$ cat src/design/ssio_pkg.sv
// Purpose: Shared constants and types of the speed starter I/O control block.
// Assumes: 250 MHz aclk, AXI4-Lite register access with 32-bit data.
// Notes: Every offset, field position and timing count lives here.
package ssio_pkg;

    localparam int AXI_AW = 8;

    localparam logic [7:0] REG_CTRL = 8'h00;
    localparam logic [7:0] REG_STATUS = 8'h04;
    localparam logic [7:0] REG_FAULT_CODE = 8'h08;
    localparam logic [7:0] REG_FREQ = 8'h0C;
    localparam logic [7:0] REG_CONFIG = 8'h10;

    localparam int CTRL_ACK_BIT = 0;

    localparam int STAT_ROT_CW_BIT = 0;
    localparam int STAT_ROT_CCW_BIT = 1;
    localparam int STAT_SPEED_LSB = 2;
    localparam int STAT_SENSOR_A_BIT = 4;
    localparam int STAT_SENSOR_B_BIT = 5;
    localparam int STAT_FLT_ACTIVE_BIT = 6;
    localparam int STAT_FLT_LATCHED_BIT = 7;
    localparam int STAT_PROC_A_BIT = 8;
    localparam int STAT_PROC_B_BIT = 9;
    localparam int STAT_GRP_RAW_BIT = 10;

    localparam int CFG_MASK_THERM_BIT = 0;
    localparam int CFG_SPARE_BIT = 1;
    localparam int CFG_INVERT_BIT = 2;
    localparam int CFG_VALID_BIT = 3;

    localparam logic [1:0] RESP_OKAY = 2'h0;
    localparam logic [1:0] RESP_SLVERR = 2'h2;

    localparam logic [5:0] FREQ_FF1_HZ = 6'h1E;
    localparam logic [5:0] FREQ_FF2_HZ = 6'h28;
    localparam logic [5:0] FREQ_FF3_HZ = 6'h32;
    localparam logic [5:0] FREQ_POT_MAX_HZ = 6'h32;

    localparam logic [7:0] RST_FAULT_CODE = 8'h00;
    localparam logic [1:0] DIP_SETTLE_CNT = 2'h3;

    localparam int CLK_MHZ = 250;
    localparam int FLASH_HALF_MS = 250;
    localparam int FLASH_HALF_CYCLES = FLASH_HALF_MS * CLK_MHZ * 1000;

    localparam int SYNC_W = 29;

    typedef struct packed {
        logic awvalid;
        logic [7:0] awaddr;
        logic wvalid;
        logic [31:0] wdata;
        logic [3:0] wstrb;
        logic bready;
        logic arvalid;
        logic [7:0] araddr;
        logic rready;
    } ssio_axi_req_type;

    typedef struct packed {
        logic awready;
        logic wready;
        logic bvalid;
        logic [1:0] bresp;
        logic arready;
        logic rvalid;
        logic [31:0] rdata;
        logic [1:0] rresp;
    } ssio_axi_rsp_type;

    typedef struct packed {
        logic cmd_dir_cw_bit;
        logic cmd_dir_ccw_bit;
        logic cmd_speed_sel_lo;
        logic cmd_speed_sel_hi;
    } ssio_cmd_type;

    typedef struct packed {
        logic drive_fault;
        logic thermistor_fault;
        logic cable_fault;
        logic sensor_ovl_a;
        logic sensor_ovl_b;
    } ssio_fault_src_type;

    typedef enum logic [2:0] {
        FLT_IDLE = 3'h1,
        FLT_ACTIVE = 3'h2,
        FLT_LATCHED = 3'h4
    } ssio_flt_type;

    typedef struct packed {
        ssio_axi_rsp_type rsp;
        logic aw_hold;
        logic [7:0] aw_addr;
        logic w_hold;
        logic [31:0] w_data;
        logic [3:0] w_strb;
        logic [1:0] init_cnt;
        logic dip_valid;
        logic dip_mask_therm;
        logic dip_spare;
        logic dip_invert;
        ssio_flt_type flt;
        logic [25:0] flash_cnt;
        logic flash_on;
        logic key_prev;
        logic [7:0] fault_code;
        logic rot_cw;
        logic rot_ccw;
        logic [1:0] speed_code;
        logic [5:0] freq_hz;
        logic stat_a;
        logic stat_b;
        logic proc_a;
        logic proc_b;
        logic led_red;
        logic grp_raw;
    } ssio_state_type;

endpackage

$ cat src/design/ssio_sync.sv
// Purpose: Two-stage synchroniser for a vector of asynchronous inputs.
// Assumes: Each bit is independent; multi-bit words must be quasi-static.
// Notes: Only the second stage is visible outside.
`timescale 1ns/1ps
module ssio_sync #(
    parameter int W = 1
) (
    input wire logic aclk,
    input wire logic aresetn,
    input wire logic [W-1:0] async_in,
    output logic [W-1:0] sync_out
);
    logic [W-1:0] meta_q;
    logic [W-1:0] sync_q;

    always_ff @(posedge aclk) begin
        if (!aresetn) begin
            meta_q <= '0;
            sync_q <= '0;
        end else begin
            meta_q <= async_in;
            sync_q <= meta_q;
        end
    end

    assign sync_out = sync_q;
endmodule

$ cat src/design/ssio_top.sv
// Purpose: Command decode, sensor status and group fault indication of a
//          networked motor speed starter, with an AXI4-Lite register view.
// Assumes: All field inputs are asynchronous and pass two flip-flops first;
//          the fault code and potentiometer words are stable for many cycles.
// Notes: Direction outputs and the fault lamp stay off until the configuration switches are captured.
//
// Added by the designer: the AXI4-Lite slave port and the register addresses.
`timescale 1ns/1ps
module ssio_top #(
    parameter int unsigned FLASH_HALF_CYC = ssio_pkg::FLASH_HALF_CYCLES
) (
    input wire logic aclk,
    input wire logic aresetn,
    input ssio_pkg::ssio_axi_req_type axi_req,
    output ssio_pkg::ssio_axi_rsp_type axi_rsp,
    input ssio_pkg::ssio_cmd_type cmd,
    input wire logic sensor_chan_a,
    input wire logic sensor_chan_b,
    input ssio_pkg::ssio_fault_src_type fault_src,
    input wire logic [7:0] drive_fault_code,
    input wire logic key_off_reset,
    input wire logic [5:0] pot_setpoint_freq,
    input wire logic [2:0] dip_switch,
    output logic rotate_clockwise,
    output logic rotate_anticlockwise,
    output logic [1:0] speed_code,
    output logic [5:0] out_freq_hz,
    output logic stat_sensor_a,
    output logic stat_sensor_b,
    output logic sensor_proc_a,
    output logic sensor_proc_b,
    output logic fault_led_red
);
    ssio_pkg::ssio_state_type st_q;
    ssio_pkg::ssio_state_type st_d;

    logic [ssio_pkg::SYNC_W-1:0] raw_in;
    logic [ssio_pkg::SYNC_W-1:0] sync_in;

    ssio_pkg::ssio_cmd_type s_cmd;
    ssio_pkg::ssio_fault_src_type s_flt;
    logic s_sensor_a;
    logic s_sensor_b;
    logic s_key;
    logic [2:0] s_dip;
    logic [7:0] s_code;
    logic [5:0] s_pot;

    logic aw_fire;
    logic w_fire;
    logic ar_fire;
    logic sw_ack;
    logic key_rise;
    logic reset_cmd;
    logic grp_fault;
    logic flt_direct;
    logic flt_motor;
    logic [25:0] flash_last;

    // Packing order must match the unpacking after the synchroniser
    assign raw_in = {cmd, sensor_chan_a, sensor_chan_b,
                     fault_src, key_off_reset,
                     dip_switch,
                     drive_fault_code, pot_setpoint_freq};

    // One synchroniser for every field pin; the two words must be quasi-static
    ssio_sync #(
        .W(ssio_pkg::SYNC_W)
    ) u_sync (
        .aclk(aclk),
        .aresetn(aresetn),
        .async_in(raw_in),
        .sync_out(sync_in)
    );

    assign {s_cmd, s_sensor_a, s_sensor_b,
            s_flt, s_key,
            s_dip,
            s_code, s_pot} = sync_in;

    assign flash_last = 26'(FLASH_HALF_CYC - 1);

    // Register read view; unmapped offsets answer SLVERR with zero data
    // Fields come from the same registers that drive the outputs
    function automatic logic [33:0] read_word(input logic [7:0] addr,
                                              input ssio_pkg::ssio_state_type st);
        logic [31:0] d;
        logic [1:0] r;
        d = 32'h0000_0000;
        r = ssio_pkg::RESP_OKAY;
        case (addr)
            ssio_pkg::REG_CTRL: begin
                d = 32'h0000_0000;
            end
            ssio_pkg::REG_STATUS: begin
                d[ssio_pkg::STAT_ROT_CW_BIT] = st.rot_cw;
                d[ssio_pkg::STAT_ROT_CCW_BIT] = st.rot_ccw;
                d[ssio_pkg::STAT_SPEED_LSB +: 2] = st.speed_code;
                d[ssio_pkg::STAT_SENSOR_A_BIT] = st.stat_a;
                d[ssio_pkg::STAT_SENSOR_B_BIT] = st.stat_b;
                d[ssio_pkg::STAT_FLT_ACTIVE_BIT] = (st.flt == ssio_pkg::FLT_ACTIVE);
                d[ssio_pkg::STAT_FLT_LATCHED_BIT] = (st.flt == ssio_pkg::FLT_LATCHED);
                d[ssio_pkg::STAT_PROC_A_BIT] = st.proc_a;
                d[ssio_pkg::STAT_PROC_B_BIT] = st.proc_b;
                d[ssio_pkg::STAT_GRP_RAW_BIT] = st.grp_raw;
            end
            ssio_pkg::REG_FAULT_CODE: begin
                d[7:0] = st.fault_code;
            end
            ssio_pkg::REG_FREQ: begin
                d[5:0] = st.freq_hz;
            end
            ssio_pkg::REG_CONFIG: begin
                d[ssio_pkg::CFG_MASK_THERM_BIT] = st.dip_mask_therm;
                d[ssio_pkg::CFG_SPARE_BIT] = st.dip_spare;
                d[ssio_pkg::CFG_INVERT_BIT] = st.dip_invert;
                d[ssio_pkg::CFG_VALID_BIT] = st.dip_valid;
            end
            default: begin
                r = ssio_pkg::RESP_SLVERR;
            end
        endcase
        return {r, d};
    endfunction

    function automatic logic addr_mapped(input logic [7:0] addr);
        logic m;
        m = 1'b0;
        case (addr)
            ssio_pkg::REG_CTRL,
            ssio_pkg::REG_STATUS,
            ssio_pkg::REG_FAULT_CODE,
            ssio_pkg::REG_FREQ,
            ssio_pkg::REG_CONFIG: begin
                m = 1'b1;
            end
            default: begin
                m = 1'b0;
            end
        endcase
        return m;
    endfunction

    always_comb begin
        st_d = st_q;
        sw_ack = 1'b0;

        // Write channel: address and data are held until both have arrived
        aw_fire = axi_req.awvalid && st_q.rsp.awready;
        w_fire = axi_req.wvalid && st_q.rsp.wready;
        if (aw_fire) begin
            st_d.aw_hold = 1'b1;
            st_d.aw_addr = axi_req.awaddr;
        end
        if (w_fire) begin
            st_d.w_hold = 1'b1;
            st_d.w_data = axi_req.wdata;
            st_d.w_strb = axi_req.wstrb;
        end
        if (st_q.rsp.bvalid && axi_req.bready) begin
            st_d.rsp.bvalid = 1'b0;
        end
        if (st_d.aw_hold && st_d.w_hold && !st_q.rsp.bvalid) begin
            // Only the control word has writable bits; other mapped words ignore data
            if (addr_mapped(st_d.aw_addr)) begin
                st_d.rsp.bresp = ssio_pkg::RESP_OKAY;
            end else begin
                st_d.rsp.bresp = ssio_pkg::RESP_SLVERR;
            end
            // A software acknowledge has the same effect as a key press
            if (st_d.aw_addr == ssio_pkg::REG_CTRL && st_d.w_strb[0] &&
                st_d.w_data[ssio_pkg::CTRL_ACK_BIT]) begin
                sw_ack = 1'b1;
            end
            st_d.rsp.bvalid = 1'b1;
            st_d.aw_hold = 1'b0;
            st_d.w_hold = 1'b0;
        end
        st_d.rsp.awready = !st_d.aw_hold && !st_d.rsp.bvalid;
        st_d.rsp.wready = !st_d.w_hold && !st_d.rsp.bvalid;

        // Read channel: one outstanding read, answered the cycle after address
        ar_fire = axi_req.arvalid && st_q.rsp.arready;
        if (st_q.rsp.rvalid && axi_req.rready) begin
            st_d.rsp.rvalid = 1'b0;
        end
        if (ar_fire) begin
            {st_d.rsp.rresp, st_d.rsp.rdata} = read_word(axi_req.araddr, st_q);
            st_d.rsp.rvalid = 1'b1;
        end
        st_d.rsp.arready = !st_d.rsp.rvalid;

        // Switches are sampled once the synchroniser has filled, then frozen
        if (!st_q.dip_valid) begin
            if (st_q.init_cnt == ssio_pkg::DIP_SETTLE_CNT) begin
                st_d.dip_valid = 1'b1;
                st_d.dip_mask_therm = s_dip[0];
                st_d.dip_spare = s_dip[1];
                st_d.dip_invert = s_dip[2];
            end else begin
                st_d.init_cnt = st_q.init_cnt + 2'h1;
            end
        end

        // Reported status keeps the pin level; inversion applies inside only
        st_d.stat_a = s_sensor_a;
        st_d.stat_b = s_sensor_b;
        st_d.proc_a = s_sensor_a ^ st_q.dip_invert;
        st_d.proc_b = s_sensor_b ^ st_q.dip_invert;

        // Nothing may run before the switches are known, to avoid a stray start
        st_d.rot_cw = st_q.dip_valid &&
                      s_cmd.cmd_dir_cw_bit && !s_cmd.cmd_dir_ccw_bit;
        st_d.rot_ccw = st_q.dip_valid &&
                       !s_cmd.cmd_dir_cw_bit && s_cmd.cmd_dir_ccw_bit;

        // Speed follows the command even while no direction is enabled
        st_d.speed_code = {s_cmd.cmd_speed_sel_hi, s_cmd.cmd_speed_sel_lo};
        case ({s_cmd.cmd_speed_sel_hi, s_cmd.cmd_speed_sel_lo})
            2'h1: begin
                st_d.freq_hz = ssio_pkg::FREQ_FF1_HZ;
            end
            2'h2: begin
                st_d.freq_hz = ssio_pkg::FREQ_FF2_HZ;
            end
            2'h3: begin
                st_d.freq_hz = ssio_pkg::FREQ_FF3_HZ;
            end
            default: begin
                // Potentiometer span ends at 50 Hz; larger readings are clamped
                if (s_pot > ssio_pkg::FREQ_POT_MAX_HZ) begin
                    st_d.freq_hz = ssio_pkg::FREQ_POT_MAX_HZ;
                end else begin
                    st_d.freq_hz = s_pot;
                end
            end
        endcase

        // Thermal and cable share one mask switch. No source counts before the
        // switches are known, else a masked fault at power up would latch
        flt_direct = s_flt.drive_fault || s_flt.sensor_ovl_a || s_flt.sensor_ovl_b;
        flt_motor = s_flt.thermistor_fault || s_flt.cable_fault;
        if (st_q.dip_mask_therm) begin
            flt_motor = 1'b0;
        end
        grp_fault = st_q.dip_valid && (flt_direct || flt_motor);
        st_d.grp_raw = grp_fault;

        if (s_flt.drive_fault) begin
            st_d.fault_code = s_code;
        end

        // Only a fresh press counts; a key left in the reset position
        // must not clear a fault that appears later
        key_rise = s_key && !st_q.key_prev;
        st_d.key_prev = s_key;
        reset_cmd = key_rise || sw_ack;

        // A fault present in the same cycle as a reset keeps the lamp on
        case (st_q.flt)
            ssio_pkg::FLT_IDLE: begin
                if (grp_fault) begin
                    st_d.flt = ssio_pkg::FLT_ACTIVE;
                end
            end
            ssio_pkg::FLT_ACTIVE: begin
                // Reset is ignored here, so a hot motor cannot be acknowledged
                if (!grp_fault) begin
                    st_d.flt = ssio_pkg::FLT_LATCHED;
                end
            end
            ssio_pkg::FLT_LATCHED: begin
                if (grp_fault) begin
                    st_d.flt = ssio_pkg::FLT_ACTIVE;
                end else if (reset_cmd) begin
                    st_d.flt = ssio_pkg::FLT_IDLE;
                    st_d.fault_code = ssio_pkg::RST_FAULT_CODE;
                end
            end
            default: begin
                st_d.flt = ssio_pkg::FLT_IDLE;
            end
        endcase

        // Counter restarts on each entry, so every flash sequence starts lit
        if (st_d.flt == ssio_pkg::FLT_LATCHED) begin
            if (st_q.flash_cnt >= flash_last) begin
                st_d.flash_cnt = 26'h000_0000;
                st_d.flash_on = !st_q.flash_on;
            end else begin
                st_d.flash_cnt = st_q.flash_cnt + 26'h000_0001;
            end
        end else begin
            st_d.flash_cnt = 26'h000_0000;
            st_d.flash_on = 1'b1;
        end

        case (st_d.flt)
            ssio_pkg::FLT_ACTIVE: begin
                st_d.led_red = 1'b1;
            end
            ssio_pkg::FLT_LATCHED: begin
                st_d.led_red = st_d.flash_on;
            end
            default: begin
                st_d.led_red = 1'b0;
            end
        endcase
    end

    // The idle state code is not all zero, so reset sets it apart
    always_ff @(posedge aclk) begin
        if (!aresetn) begin
            st_q <= '0;
            st_q.flt <= ssio_pkg::FLT_IDLE;
        end else begin
            st_q <= st_d;
        end
    end

    assign axi_rsp = st_q.rsp;
    assign rotate_clockwise = st_q.rot_cw;
    assign rotate_anticlockwise = st_q.rot_ccw;
    assign speed_code = st_q.speed_code;
    assign out_freq_hz = st_q.freq_hz;
    assign stat_sensor_a = st_q.stat_a;
    assign stat_sensor_b = st_q.stat_b;
    assign sensor_proc_a = st_q.proc_a;
    assign sensor_proc_b = st_q.proc_b;
    assign fault_led_red = st_q.led_red;
endmodule

$ cat config.mk
export PLATFORM = sky130hd
export DESIGN_NAME = ssio_top
export DESIGN_NICKNAME = d
export VERILOG_FILES = /design/src/design/ssio_pkg.sv /design/src/design/ssio_sync.sv /design/src/design/ssio_top.sv
export SDC_FILE = /design/constraint.sdc
export NUM_CORES = 1
export LEC_CHECK = 0
export BUFFER_PORTS_ARGS = -buffer_cell sky130_fd_sc_hd__buf_2
export CAP_MARGIN = 20
export CORE_MARGIN = 2
export CORE_UTILIZATION = 40
export DETAILED_ROUTE_END_ITERATION = 6
export HOLD_SLACK_MARGIN = 0.06
export PLACE_DENSITY_LB_ADDON = 0.05
export SETUP_SLACK_MARGIN = 0.4
export SLEW_MARGIN = 25
export SYNTH_ARGS = -nofsm -noshare
export SYNTH_HDL_FRONTEND = slang
export SYNTH_SLANG_ARGS = --single-unit
$ cat constraint.sdc
create_clock -name aclk -period 4.34 [get_ports aclk]
set_clock_uncertainty 0.05 [all_clocks]
set_input_delay 0.868 -clock aclk [delete_from_list [all_inputs] [get_ports aclk]]
set_output_delay 0.868 -clock aclk [all_outputs]
set_load 0.01 [all_outputs]
**Word-level counts from Yosys, hierarchy flattened**

Index checks and enable logic that the tools add are counted.

- Register bits after elaboration: 185
- Bits in latches: 0
- Bits in writable memories: 0
- Memory bits (read-only): 0
- Bits of input ports: 88
- Output and inout bits: 56
- Logic and storage cells: 137
- Memories: 0

- Add/subtract/negate cells: 2
- Multiply operators: 0
- Divide/modulo/power cells: 0
- Order comparisons: 2
- Eq/ne operators: 17
- Shifts and indexed selects: 0
- Muxes and demuxes: 35
- Bitwise operators: 6
- Reduce and logical (&&, ||, !) cells: 38

Operator list:

| kind | count |
|---|---|
| 37-bit two-way mux | 1 |
| 35-bit two-way mux | 1 |
| 8-bit by 4-bit == test with 1-bit output, second input constant | 4 |
| 8-bit two-way mux | 4 |
| 26-bit by 1-bit adder with 26-bit output, second input constant | 1 |
| 26-bit greater-or-equal comparator, second input constant | 1 |
| 3-bit two-way mux | 6 |
| 6-bit case mux with 3 select lines | 1 |
| 1-bit logical AND | 17 |
| 8-bit by 3-bit == test with 1-bit output, second input constant | 2 |
| 8-bit by 5-bit == test with 1-bit output, second input constant | 2 |
| 8-bit logical NOT | 2 |
| 4-bit case mux with 4 select lines | 1 |
| 1-bit two-way mux | 11 |
| 5-bit OR reduction | 2 |
| 1-bit logical NOT | 9 |
| 9-bit two-way mux | 1 |
| 3-bit case mux with 3 select lines | 1 |
| 4-bit two-way mux | 2 |
| 2-bit == test, second input constant | 3 |
| 3-bit by 2-bit == test with 1-bit output, second input constant | 2 |
| 3-bit == test, second input constant | 2 |
| 6-bit greater-than comparator, second input constant | 1 |
| 6-bit two-way mux | 1 |
| other kinds (12) | 22 |

**Logic depth before layout (Yosys ltp)**

Gate-level depths: netlist of the first run.

- Depth after elaboration: 14
- Depth in mapped cells: 8
- Depth with buffers taken out: 7

**Hierarchy**

Synthesis of the first run repeated with hierarchy kept, for this count alone.

- Cell total of the unflattened synthesis: 607
- Area total of the unflattened synthesis: 5875.6 um^2

By module, submodules not included:

| module | times used | cells each | area an instance (um^2) | seq. area each (um^2) |
|---|---|---|---|---|
| ssio_top | 1 | 485 | 4276.6 | 1821.7 |
| ssio_sync | 1 | 122 | 1599.0 | 1161.1 |

**Worst setup path before layout of the first run**

Ideal clock, no wire load.

- Path kind: input to register
- Start: in axi_req[2] in the netlist's numbering
- End: reg st_q, in the netlist axi_rsp[10]
- Arrival: 2201 ps
- Data required time: 4220 ps
- Slack: 2019 ps
- Cell stages on the path: 6
- Path buffers: 1
- Path through: or4_4 or3_1 buf_2 nor3_4 nand3_1 a21oi_1

- Longest elaborated chain between the ends: 2

RTL lines:

| what | line | source |
|---|---|---|
| start: declaration | ssio_top.sv:14 | `input ssio_pkg::ssio_axi_req_type axi_req,` |
| 8-bit by 3-bit == test with 1-bit output | ssio_top.sv:91 | `case (addr)` |
| 3-bit two-way mux | ssio_top.sv:91 |  |
| end signal: assignment | ssio_top.sv:317 | `st_q <= st_d;` |
| end: declaration | ssio_top.sv:34 | `ssio_pkg::ssio_state_type st_q;` |

Every way passes these cells.
A chain may end at the register's enable or synchronous reset.

**Worst setup path after layout of the first run**

- Start: in axi_req[56] in the netlist's numbering
- End: reg st_q[38] in the netlist's numbering

- Longest elaborated chain between the ends: 14
- Elaborated cells on any way between the ends: 16

RTL lines:

| what | line | source |
|---|---|---|
| 1-bit logical AND * | ssio_top.sv:149 | `aw_fire = axi_req.awvalid && st_q.rsp.awready;` |
| 9-bit two-way mux * | ssio_top.sv:151 | `if (aw_fire) begin` |
| 8-bit logical NOT | ssio_top.sv:171 | `if (st_d.aw_addr == ssio_pkg::REG_CTRL && st_d.w_strb[0] &&` |
| 1-bit logical AND (2 in series) | ssio_top.sv:171 |  |
| 1-bit two-way mux | ssio_top.sv:171 |  |
| 1-bit two-way mux * | ssio_top.sv:163 | `if (st_d.aw_hold && st_d.w_hold && !st_q.rsp.bvalid) begin` |
| 1-bit logical OR * | ssio_top.sv:257 | `reset_cmd = key_rise \|\| sw_ack;` |
| 3-bit two-way mux * | ssio_top.sv:275 | `end else if (reset_cmd) begin` |
| 3-bit two-way mux * | ssio_top.sv:273 | `if (grp_fault) begin` |
| 3-bit case mux with 3 select lines * | ssio_top.sv:260 | `case (st_q.flt)` |
| 3-bit == test * | ssio_top.sv:286 | `if (st_d.flt == ssio_pkg::FLT_LATCHED) begin` |
| 1-bit NOT (no line) * | n/a |  |
| 3-bit OR reduction (no line) * | n/a |  |

Mark *: on every way between the ends. The rest lies on a longest branch, timed or not.

==> flow_summary.yaml, run 1 <==
critical_path:
  timing.critical_path.to_type: "flip-flop"
  critical_path.reg2reg.endpoint: "st_q[38]"
  crit_type: "primary input to flip-flop"
  cp_slowest_stage_delay_ns: 0.60
  worstPathBufferInverterCount: 1
  r2r_start: "u_sync.sync_out[22]"
  crit_chain: "buf_2 -> and2_1 -> mux2i_1 -> and3_4 -> a211oi_4 -> o211ai_4 -> nor2_1"
  worstPathArrival_ns: 2.69
  crit_path_to: "st_q[38]"
  cell_with_the_biggest_individual_delay_on_the_critical_path: "o211ai_4"
  crit_required_ns: 4.56
  path_delay_family: "simple AND/OR/NAND/NOR gates"
  crit_path_max_fanout: 26
  setup.reg_to_reg.worst_slack_ns: 1.93
  cp-startpoint: "axi_req[56]"
  startpoint_type: "primary input"
  worstSetupPathDepth: 7
  ff2ff_path_depth: 6
logic_synthesis:
  post_synth.cell_area_avg_um2: 9.613
  synth.yosys.seq_area_share_pct: 51.71
  synthesis.yosys.warnings: 0
  synth.cell_area_um2: 5768
  post_synth_num_cell_types: 52
  most_frequently_used_flop_master_after_synthesis: "dfxtp_1"
  share_of_flip_flops_with_an_asynchronous_set_or_reset_after_synthesis_pct: 0
  yosys_register_bits: 149
  synth_enable_flop_cells: 0
  synthCells: 600
layout:
  final_layout_size_suffix_gt1_share_pct: 19.28
  nets: 753
  area_growth_syn_to_layout_pct: 15.62
  post-route-util_pct: 47.67
  n_antenna_cell: 0
clock_tree:
  insertion_delay_ns: 0.41
  cts_buffers: 17
  cts.repair.resized: 0
  max-clock-path-buffers: 2
  cts_tree: "built"
  cts_post_setup_buffers_inserted: 0
  clkTransAtPathRegs_ns: 0.06
  postCtsHoldBufs: 0
  cts.htree.levels: 4
  numClockSinks: 149
  ctsRootBufferMaster: "clkbuf_16"
timing:
  setup_tns_ns: 0
  timing.slew.headroom_pct: 34.85
  final.setup.worst_slack_ns: 1.867
  share_of_the_clock_period_used_by_the_worst_path_after_layout_pct: 56.98
  achievable-frequency_ghz: 0.4043
  final.min_clock_period_ns: 2.473
  finalSetupViolCount: 0
  slew_viol_final: 0
  grt_setup_unrepaired: "false"
  tightest_slew_ns: 0.9712
  hold-worst-slack_ns: 0.3595
  finalHoldViolations: 0
routing:
  num_vias: 3854
  route.detailed.vias_per_inst: 4.539
  first_pass_iters: 5
  detail_route.iter0.violations: 157
  drt_wl_total_um: 10690
  remaining_antenna_violation_count: 0
  drc: 0
  wl_per_cell_um: 12.59
status:
  run_status: "complete, no violations"
grt:
  grtUsageTotal_pct: 14.63
  first_global_vias: 3541
  globalRoute.totalOverflow: 0
  grt_start_max_net_pins: 64
  grt_pass1_wl_um: 17010
  grt_antenna_before_repair: 0
floorplanning:
  std_cell_rows: 43
  effective_utilization_at_floorplan_pct: 41.23
  die_width_um: 124.1
  die_outline_area_um2: 15400
  core_region_area_um2: 13990
  io_pins: 144
  dieHeight_um: 124.1
placed_design:
  placement.io_buffers: 86
  pre_cts_ws_ns: 1.420
  routabilityCongestion: 0.7976
  post_dp_hpwl_um: 7793
flow_run:
  max-cap-violations: 0
power_and_ir_drop:
  totalPowerFinal_uw: 3182
  power_per_cell_area_nw_per_um2: 477.2
  leakagePower_uw: 0.002735
  peakVddDrop_mv: 0.2819
hold_path:
  hold_path.class: "flip-flop to flip-flop"
  hp-start: "u_sync.sync_out[27]"
[stage by stage]
| stage | area [um^2] | instances |
|---|---|---|
| 6_report | 6669 | 849 |
| 4_1_cts | 6669 | 849 |
| 3_3_place_gp | 6043 | 820 |
| 3_5_place_dp | 6043 | 820 |
| 2_1_floorplan | 5851 | 622 |
| 5_1_grt | 6669 | 849 |
[per-layer routing]
layer  vias to the layer above  routed length [um]  global-route usage, %
li1                       2038                   -                      -
met1                      1726                4928                  17.77
met2                        82                5149                  23.94
met3                         8                 479                  4.716
met4                         0                 127                  5.899
met5                         -                   0                      0
[state kept, by name, indices dropped and copies added, names as in the netlist]
| signal | flops |
|---|---|
| st_q | 58 |
| u_sync.meta_q | 29 |
| u_sync.sync_out | 29 |
| axi_rsp | 18 |
| out_freq_hz | 6 |
| speed_code | 2 |
| fault_led_red | 1 |
| rotate_anticlockwise | 1 |
| rotate_clockwise | 1 |
| sensor_proc_a | 1 |
| sensor_proc_b | 1 |
| stat_sensor_a | 1 |
| stat_sensor_b | 1 |
[cells in the mapped netlist (all sizes together) (13+ instances only)]
library cell  instances  area, um^2
dfxtp               149        2983
nor2                 69       266.5
and2                 64       400.4
buf                  55       417.9
nand2                37       138.9
a21oi                31       155.2
nand3                20       100.1
xnor2                15       131.4
clkbuf               14       52.55
mux2i                13       130.1
nor3                 13       81.33
o21ai                13       68.82
xor2                 13       113.9
[power by group]
group          leakage [uW]  switching [uW]  internal, uW  total (uW)
combinational       0.00122            98.8          80.8         180
sequential          0.00122            30.4          1420        1450
clock              0.000298             524          1020        1550
[how the worst min path moves through the flow]
stage	to	cells past startpoint
floorplan	rotate_anticlockwise	1
global placement	rotate_anticlockwise	1
detailed placement	rotate_clockwise	1
CTS	rotate_clockwise	1
global route	u_sync.sync_out[3]	1
finish	rotate_clockwise	1
[placed cells by master (no fill, tap or decap), types with 7 or more instances in the layout]
master	count
nand2_1	37
buf_2	86
mux2i_1	13
nor2b_1	8
conb_1	23
nor3_1	11
and2_1	64
a21oi_1	31
clkbuf_16	17
and3_1	10
nand3_1	20
a22oi_1	8
xnor2_1	15
nand2b_1	7
nor2_1	68
o21ai_0	12
xor2_1	13
dfxtp_1	149
[area by class of cell]
| cell class | instances | area (um^2) |
|---|---|---|
| clock buffer | 20 | 446.7 |
| multi-input combinational | 397 | 2371 |
| fill | 1400 | 7320 |
| inverter | 7 | 26.28 |
| tap | 180 | 225.2 |
| timing repair buffer | 87 | 437.9 |
| clock inverter | 9 | 178.9 |
| sequential | 149 | 2983 |
[kinds of logic after synthesis]
kind of cell	share of synthesized area (%)
buffers and inverters	8.611
AO/OA/AOI/OAI	8.373
flip-flops	51.71
other	0.06501
XOR/XNOR	4.252
AND/OR/NAND/NOR	22.26
adder cells (fa/ha/maj)	1.301
multiplexers	3.427
Power figures use the tool's default switching activity.
==> run 2, diff against run 1 <==
Clock period 4.34 ns to 2.2 ns, I/O delays scaled along.
==> run 2 against run 1 <==
Effect of this change:
- routed wire length rose by 6.5%
- setup slack lost 1.6 ns
- design area increased by 6.4%
- global-route usage rose by 0.86 points
- sequential share of layout area fell by 2.5 points
- critical endpoint is now st_q[30]
==> flow_summary.yaml, run 2 (synthesized netlist as in run 1, its figures left out) <==
clock_tree:
  clkTransAtPathRegs_ns: 0.06
  postCtsHoldBufs: 0
  ctsRootBufferMaster: "clkbuf_16"
  numClockSinks: 149
  max-clock-path-buffers: 2
  cts_tree: "built"
  insertion_delay_ns: 0.42
  cts.htree.levels: 4
  cts_buffers: 17
critical_path:
  crit_path_max_fanout: 7
  worstPathArrival_ns: 2.16
  timing.critical_path.to_type: "flip-flop"
  cell_with_the_biggest_individual_delay_on_the_critical_path: "or3_4"
  crit_chain: "or3_4 -> nor4_4 -> o21a_1 -> buf_4 -> a211oi_4 -> o211ai_4 -> buf_6 -> buf_12 -> nor2_1"
  crit_type: "flip-flop to flip-flop"
  crit_required_ns: 2.45
  startpoint_type: "flip-flop"
  cp_slowest_stage_delay_ns: 0.39
placed_design:
  placement.io_buffers: 86
  routabilityCongestion: 0.7791
  post_dp_hpwl_um: 8051
layout:
  seqCellArea_um2: 2993
  n_antenna_cell: 0
  multi_input_combinational_cell_area_um2: 2579
  final_layout_size_suffix_gt1_share_pct: 27.91
  fillCellCount: 1316
  area_growth_syn_to_layout_pct: 23.02
  layout.cells.most_common: "dfxtp_1"
  nets: 777
  post-route-util_pct: 50.72
  mostFrequentLayoutCells: "dfxtp_1, buf_2, and2_1, nor2_1, nand2_1"
  largest_register_ffs: 58
  reg_with_most_ffs: "st_q"
timing:
  setup_tns_ns: 0
  share_of_the_clock_period_used_by_the_worst_path_after_layout_pct: 86.48
  finalHoldViolations: 0
  grt_setup_unrepaired: "true"
  timing.slew.headroom_pct: 62.43
  slew_viol_final: 0
  final.min_clock_period_ns: 1.903
  tightest_slew_ns: 0.5621
  achievable-frequency_ghz: 0.5256
  finalSetupViolCount: 0
floorplanning:
  std_cell_rows: 43
  io_pins: 144
  die_outline_area_um2: 15400
  dieHeight_um: 124.1
  core_region_area_um2: 13990
  effective_utilization_at_floorplan_pct: 41.23
  die_width_um: 124.1
grt:
  gr-usage-met3_pct: 5.128
  grt_start_max_net_pins: 59
  grtUsageTotal_pct: 15.49
  globalRoute.totalOverflow: 0
  grt_use_met1_pct: 18.41
  grt_use_met2_pct: 25.48
  grt_antenna_before_repair: 0
  first_global_vias: 3780
  grt_pass1_wl_um: 17820
  global_route.peak_usage_layer: "met2"
power_and_ir_drop:
  leakagePower_uw: 0.002869
  totalPowerFinal_uw: 5906
  power_per_cell_area_nw_per_um2: 832.3
  peakVddDrop_mv: 0.6042
routing:
  first_pass_iters: 6
  num_vias: 3993
  drc: 0
  drt_wl_total_um: 11380
  wl_per_cell_um: 13.01
  route.detailed.vias_per_inst: 4.563
  remaining_antenna_violation_count: 0
  detail_route.iter0.violations: 197
status:
  run_status: "complete, no violations"
hold_path:
  hold_path.class: "primary input to flip-flop"
flow_run:
  max-cap-violations: 0
-- run 2: worst max-delay path, delay by kind of cell (launching register included) --
family | cells | cell delay, ns
simple gates | 3 | 0.56
flops | 1 | 0.31
compound gates | 3 | 0.43
buf+inv | 3 | 0.41
-- run 2: where the power goes --
group	internal [uW]	switching [uW]
registers	2810	58.7
logic	195	218
clock network	1560	1070
total	4560	1350
-- run 2: metal layers --
metal  share of wire [%]  vias up
met2                  49       82
met3                 4.7       14
met1                  45     1813
met5                   0        -
li1                    -     2084
met4                 1.5        0
-- run 2: area by class of cell --
cell class	count	share of cell area, %
Tap cell	180	3.174
Sequential cell	149	42.18
Clock inverter	10	1.446
Multi-Input combinational cell	397	36.34
Inverter	7	0.3703
Timing Repair Buffer	111	10.28
Clock buffer	21	6.207
-- run 2: repair_timing --
action                                  4_1_cts  5_1_grt
endpoints found under the setup margin       38       39
buffers inserted                              5        4
pin swaps                                     2        7
gates cloned                                  2        2
gates resized for setup                      34       26
-- run 2: worst paths after layout --
check	startpoint	end	slack (ns)	depth (start not counted)
setup / recovery	st_q[103]	st_q[30]	0.30	9
hold / removal	pot_setpoint_freq[5]	u_sync.meta_q[5]	0.18	2
setup reg to reg	st_q[103]	st_q[30]	0.30	9
hold reg to reg	u_sync.sync_out[27]	rotate_clockwise	0.36	1
-- run 2: metrics by stage --
step	cell area (um^2)	setup WS (ns)	hold slack (ns)	cells
3_5_place_dp	6151	0.03969	0.3534	831
2_1_floorplan	5857	0.3148	0.3381	622
6_report	7096	0.2975	0.1755	875
4_1_cts	6918	0.3156	0.1539	869
5_1_grt	7096	0.2030	0.1536	875
3_3_place_gp	6151	0.05604	0.3492	831
==> run 3, diff against run 2 <==
Settings changed: SETUP_SLACK_MARGIN 0.4 to 0.15.
==> run 3 against run 2 <==
Effect of this change:
- sequential cell count is the same
- utilization shrank 2.5 points
- non-clock buffer count shrank 13
- setup slack lost 0.056 ns
- largest cell class unchanged
==> flow_summary.yaml, run 3 (synthesized netlist as in run 1, its figures left out) <==
timing:
  achievable-frequency_ghz: 0.5105
  share_of_the_clock_period_used_by_the_worst_path_after_layout_pct: 89.04
  final.min_clock_period_ns: 1.959
  finalHoldViolations: 0
  tightest_slew_ns: 0.5437
  setup_tns_ns: 0
  grt_setup_unrepaired: "false"
  finalSetupViolCount: 0
  slew_viol_final: 0
  timing.slew.headroom_pct: 63.67
critical_path:
  timing.critical_path.to_type: "flip-flop"
  path_delay_family: "simple AND/OR/NAND/NOR gates"
  crit_path_max_fanout: 26
  cell_with_the_biggest_individual_delay_on_the_critical_path: "dfxtp_1"
  crit_type: "flip-flop to flip-flop"
  critical_path.reg2reg.endpoint: "st_q[38]"
  crit_chain: "and2_1 -> mux2i_1 -> and3_4 -> a211oi_4 -> o211ai_4 -> buf_12 -> nor2_1"
  r2r_start: "axi_rsp[40]"
  setup.reg_to_reg.worst_slack_ns: 0.24
  startpoint_type: "flip-flop"
  crit_required_ns: 2.45
  cp_slowest_stage_delay_ns: 0.38
  ff2ff_path_depth: 7
  worstPathArrival_ns: 2.21
  worstPathBufferInverterCount: 1
floorplanning:
  die_width_um: 124.1
  effective_utilization_at_floorplan_pct: 41.23
  die_outline_area_um2: 15400
  std_cell_rows: 43
  io_pins: 144
  core_region_area_um2: 13990
  dieHeight_um: 124.1
flow_run:
  max-cap-violations: 0
routing:
  detail_route.iter0.violations: 173
  route.detailed.vias_per_inst: 4.499
  drt_wl_total_um: 10910
  first_pass_iters: 4
  drc: 0
  remaining_antenna_violation_count: 0
  wl_per_cell_um: 12.64
  num_vias: 3883
status:
  run_status: "complete, no violations"
clock_tree:
  numClockSinks: 149
  cts_post_setup_buffers_inserted: 0
  cts_tree: "built"
  ctsRootBufferMaster: "clkbuf_16"
  cts_buffers: 17
  max-clock-path-buffers: 2
  cts.htree.levels: 4
  insertion_delay_ns: 0.42
  clkTransAtPathRegs_ns: 0.06
  postCtsHoldBufs: 0
placed_design:
  routabilityCongestion: 0.7731
  placement.io_buffers: 86
  post_dp_hpwl_um: 7958
  instance_area_after_placement_um2: 6151
layout:
  n_antenna_cell: 0
  area_growth_syn_to_layout_pct: 16.94
  largest_register_ffs: 58
  mostFrequentLayoutCells: "dfxtp_1, buf_2, nor2_1, and2_1, nand2_1"
  final_non_filler_cell_area_um2: 6745
  reg_with_most_ffs: "st_q"
  layout.cells.most_common: "dfxtp_1"
  nets: 764
  final_layout_size_suffix_gt1_share_pct: 21.52
grt:
  grt_start_max_net_pins: 62
  first_global_vias: 3654
  grt_pass1_wl_um: 17420
  grt_use_met2_pct: 25.17
  grt_use_met1_pct: 17.82
  globalRoute.totalOverflow: 0
  gr-usage-met3_pct: 4.304
  global_route.peak_usage_layer: "met2"
  grtUsageTotal_pct: 15.02
  grt_antenna_before_repair: 0
power_and_ir_drop:
  leakagePower_uw: 0.002763
  peakVddDrop_mv: 0.6344
  power_per_cell_area_nw_per_um2: 884.1
hold_path:
  hp-start: "pot_setpoint_freq[3]"
  hold-path-endpoint: "u_sync.meta_q[3]"
  whs_path_depth: 2
  hold_path.class: "primary input to flip-flop"
-- run 3: cell count changes in the layout (fill, tap and decap cells not counted), moves of 6 or more --
cell     previous run  this run
buf_4              16        10
dfxtp_1           141       149
nor2_1             55        67
nor2_2              9         1
dfxtp_2             8         0
-- run 3: worst max-delay path by stage --
stage	to	cells past startpoint	slack [ns]	startpoint
finish	st_q[38]	7	0.24	axi_rsp[40]
global route	st_q[38]	7	0.15	axi_rsp[40]
CTS	st_q[38]	8	0.19	st_q[26]
detailed placement	axi_rsp[10]	6	0.04	axi_req[2]
global placement	axi_rsp[10]	6	0.06	axi_req[2]
floorplan	axi_rsp[10]	6	0.31	axi_req[2]
-- run 3: per-stage QoR --
stage	hold slack (ns)	setup WS, ns	util [%]	total power (uW)	cells
6_report	0.1697	0.2411	48.22	5963	863
5_1_grt	0.1592	0.1509	48.22	6223	863
4_1_cts	0.1541	0.1903	48.12	6051	863
3_5_place_dp	0.3500	0.03797	43.97	3304	831
3_3_place_gp	0.3482	0.05518	43.97	3291	831
2_1_floorplan	0.3381	0.3070	-	3206	622
-- run 3: timing repair --
item,CTS,global route
pin swaps,0,1
resized for setup,2,3
endpoints found under the setup margin,26,28
gates cloned,0,0
-- run 3: power breakdown --
part	switching (uW)	total, uW	internal [uW]
Combinational	204	376	172
Clock	1120	2720	1600
Sequential	56.8	2860	2810
Total	1380	5960	4580
-- run 3: cell type report --
cell class                 count  area (um^2)
tap                          180        225.2
timing repair buffer          98        545.5
multi-input combinational    397         2397
inverter                       7        26.28
clock inverter                12        121.4
clock buffer                  20        446.7
sequential                   149         2983
fill                        1358         7243
-- run 3: layer usage --
| layer | wire length (um) | share of wire [%] |
|---|---|---|
| met2 | 5256 | 48 |
| met4 | 160 | 1.5 |
| met3 | 470 | 4.3 |
| met1 | 5023 | 46 |
| met5 | 0 | 0 |
-- run 3: worst register-to-register path, delay by kind of cell, from the launching register on --
family | cells | cell delay, ns
and+or+nand+nor | 3 | 0.62
DFF | 1 | 0.38
muxes | 1 | 0.32
AOI/OAI and AO/OA | 2 | 0.29
buffers and inverters | 1 | 0.19
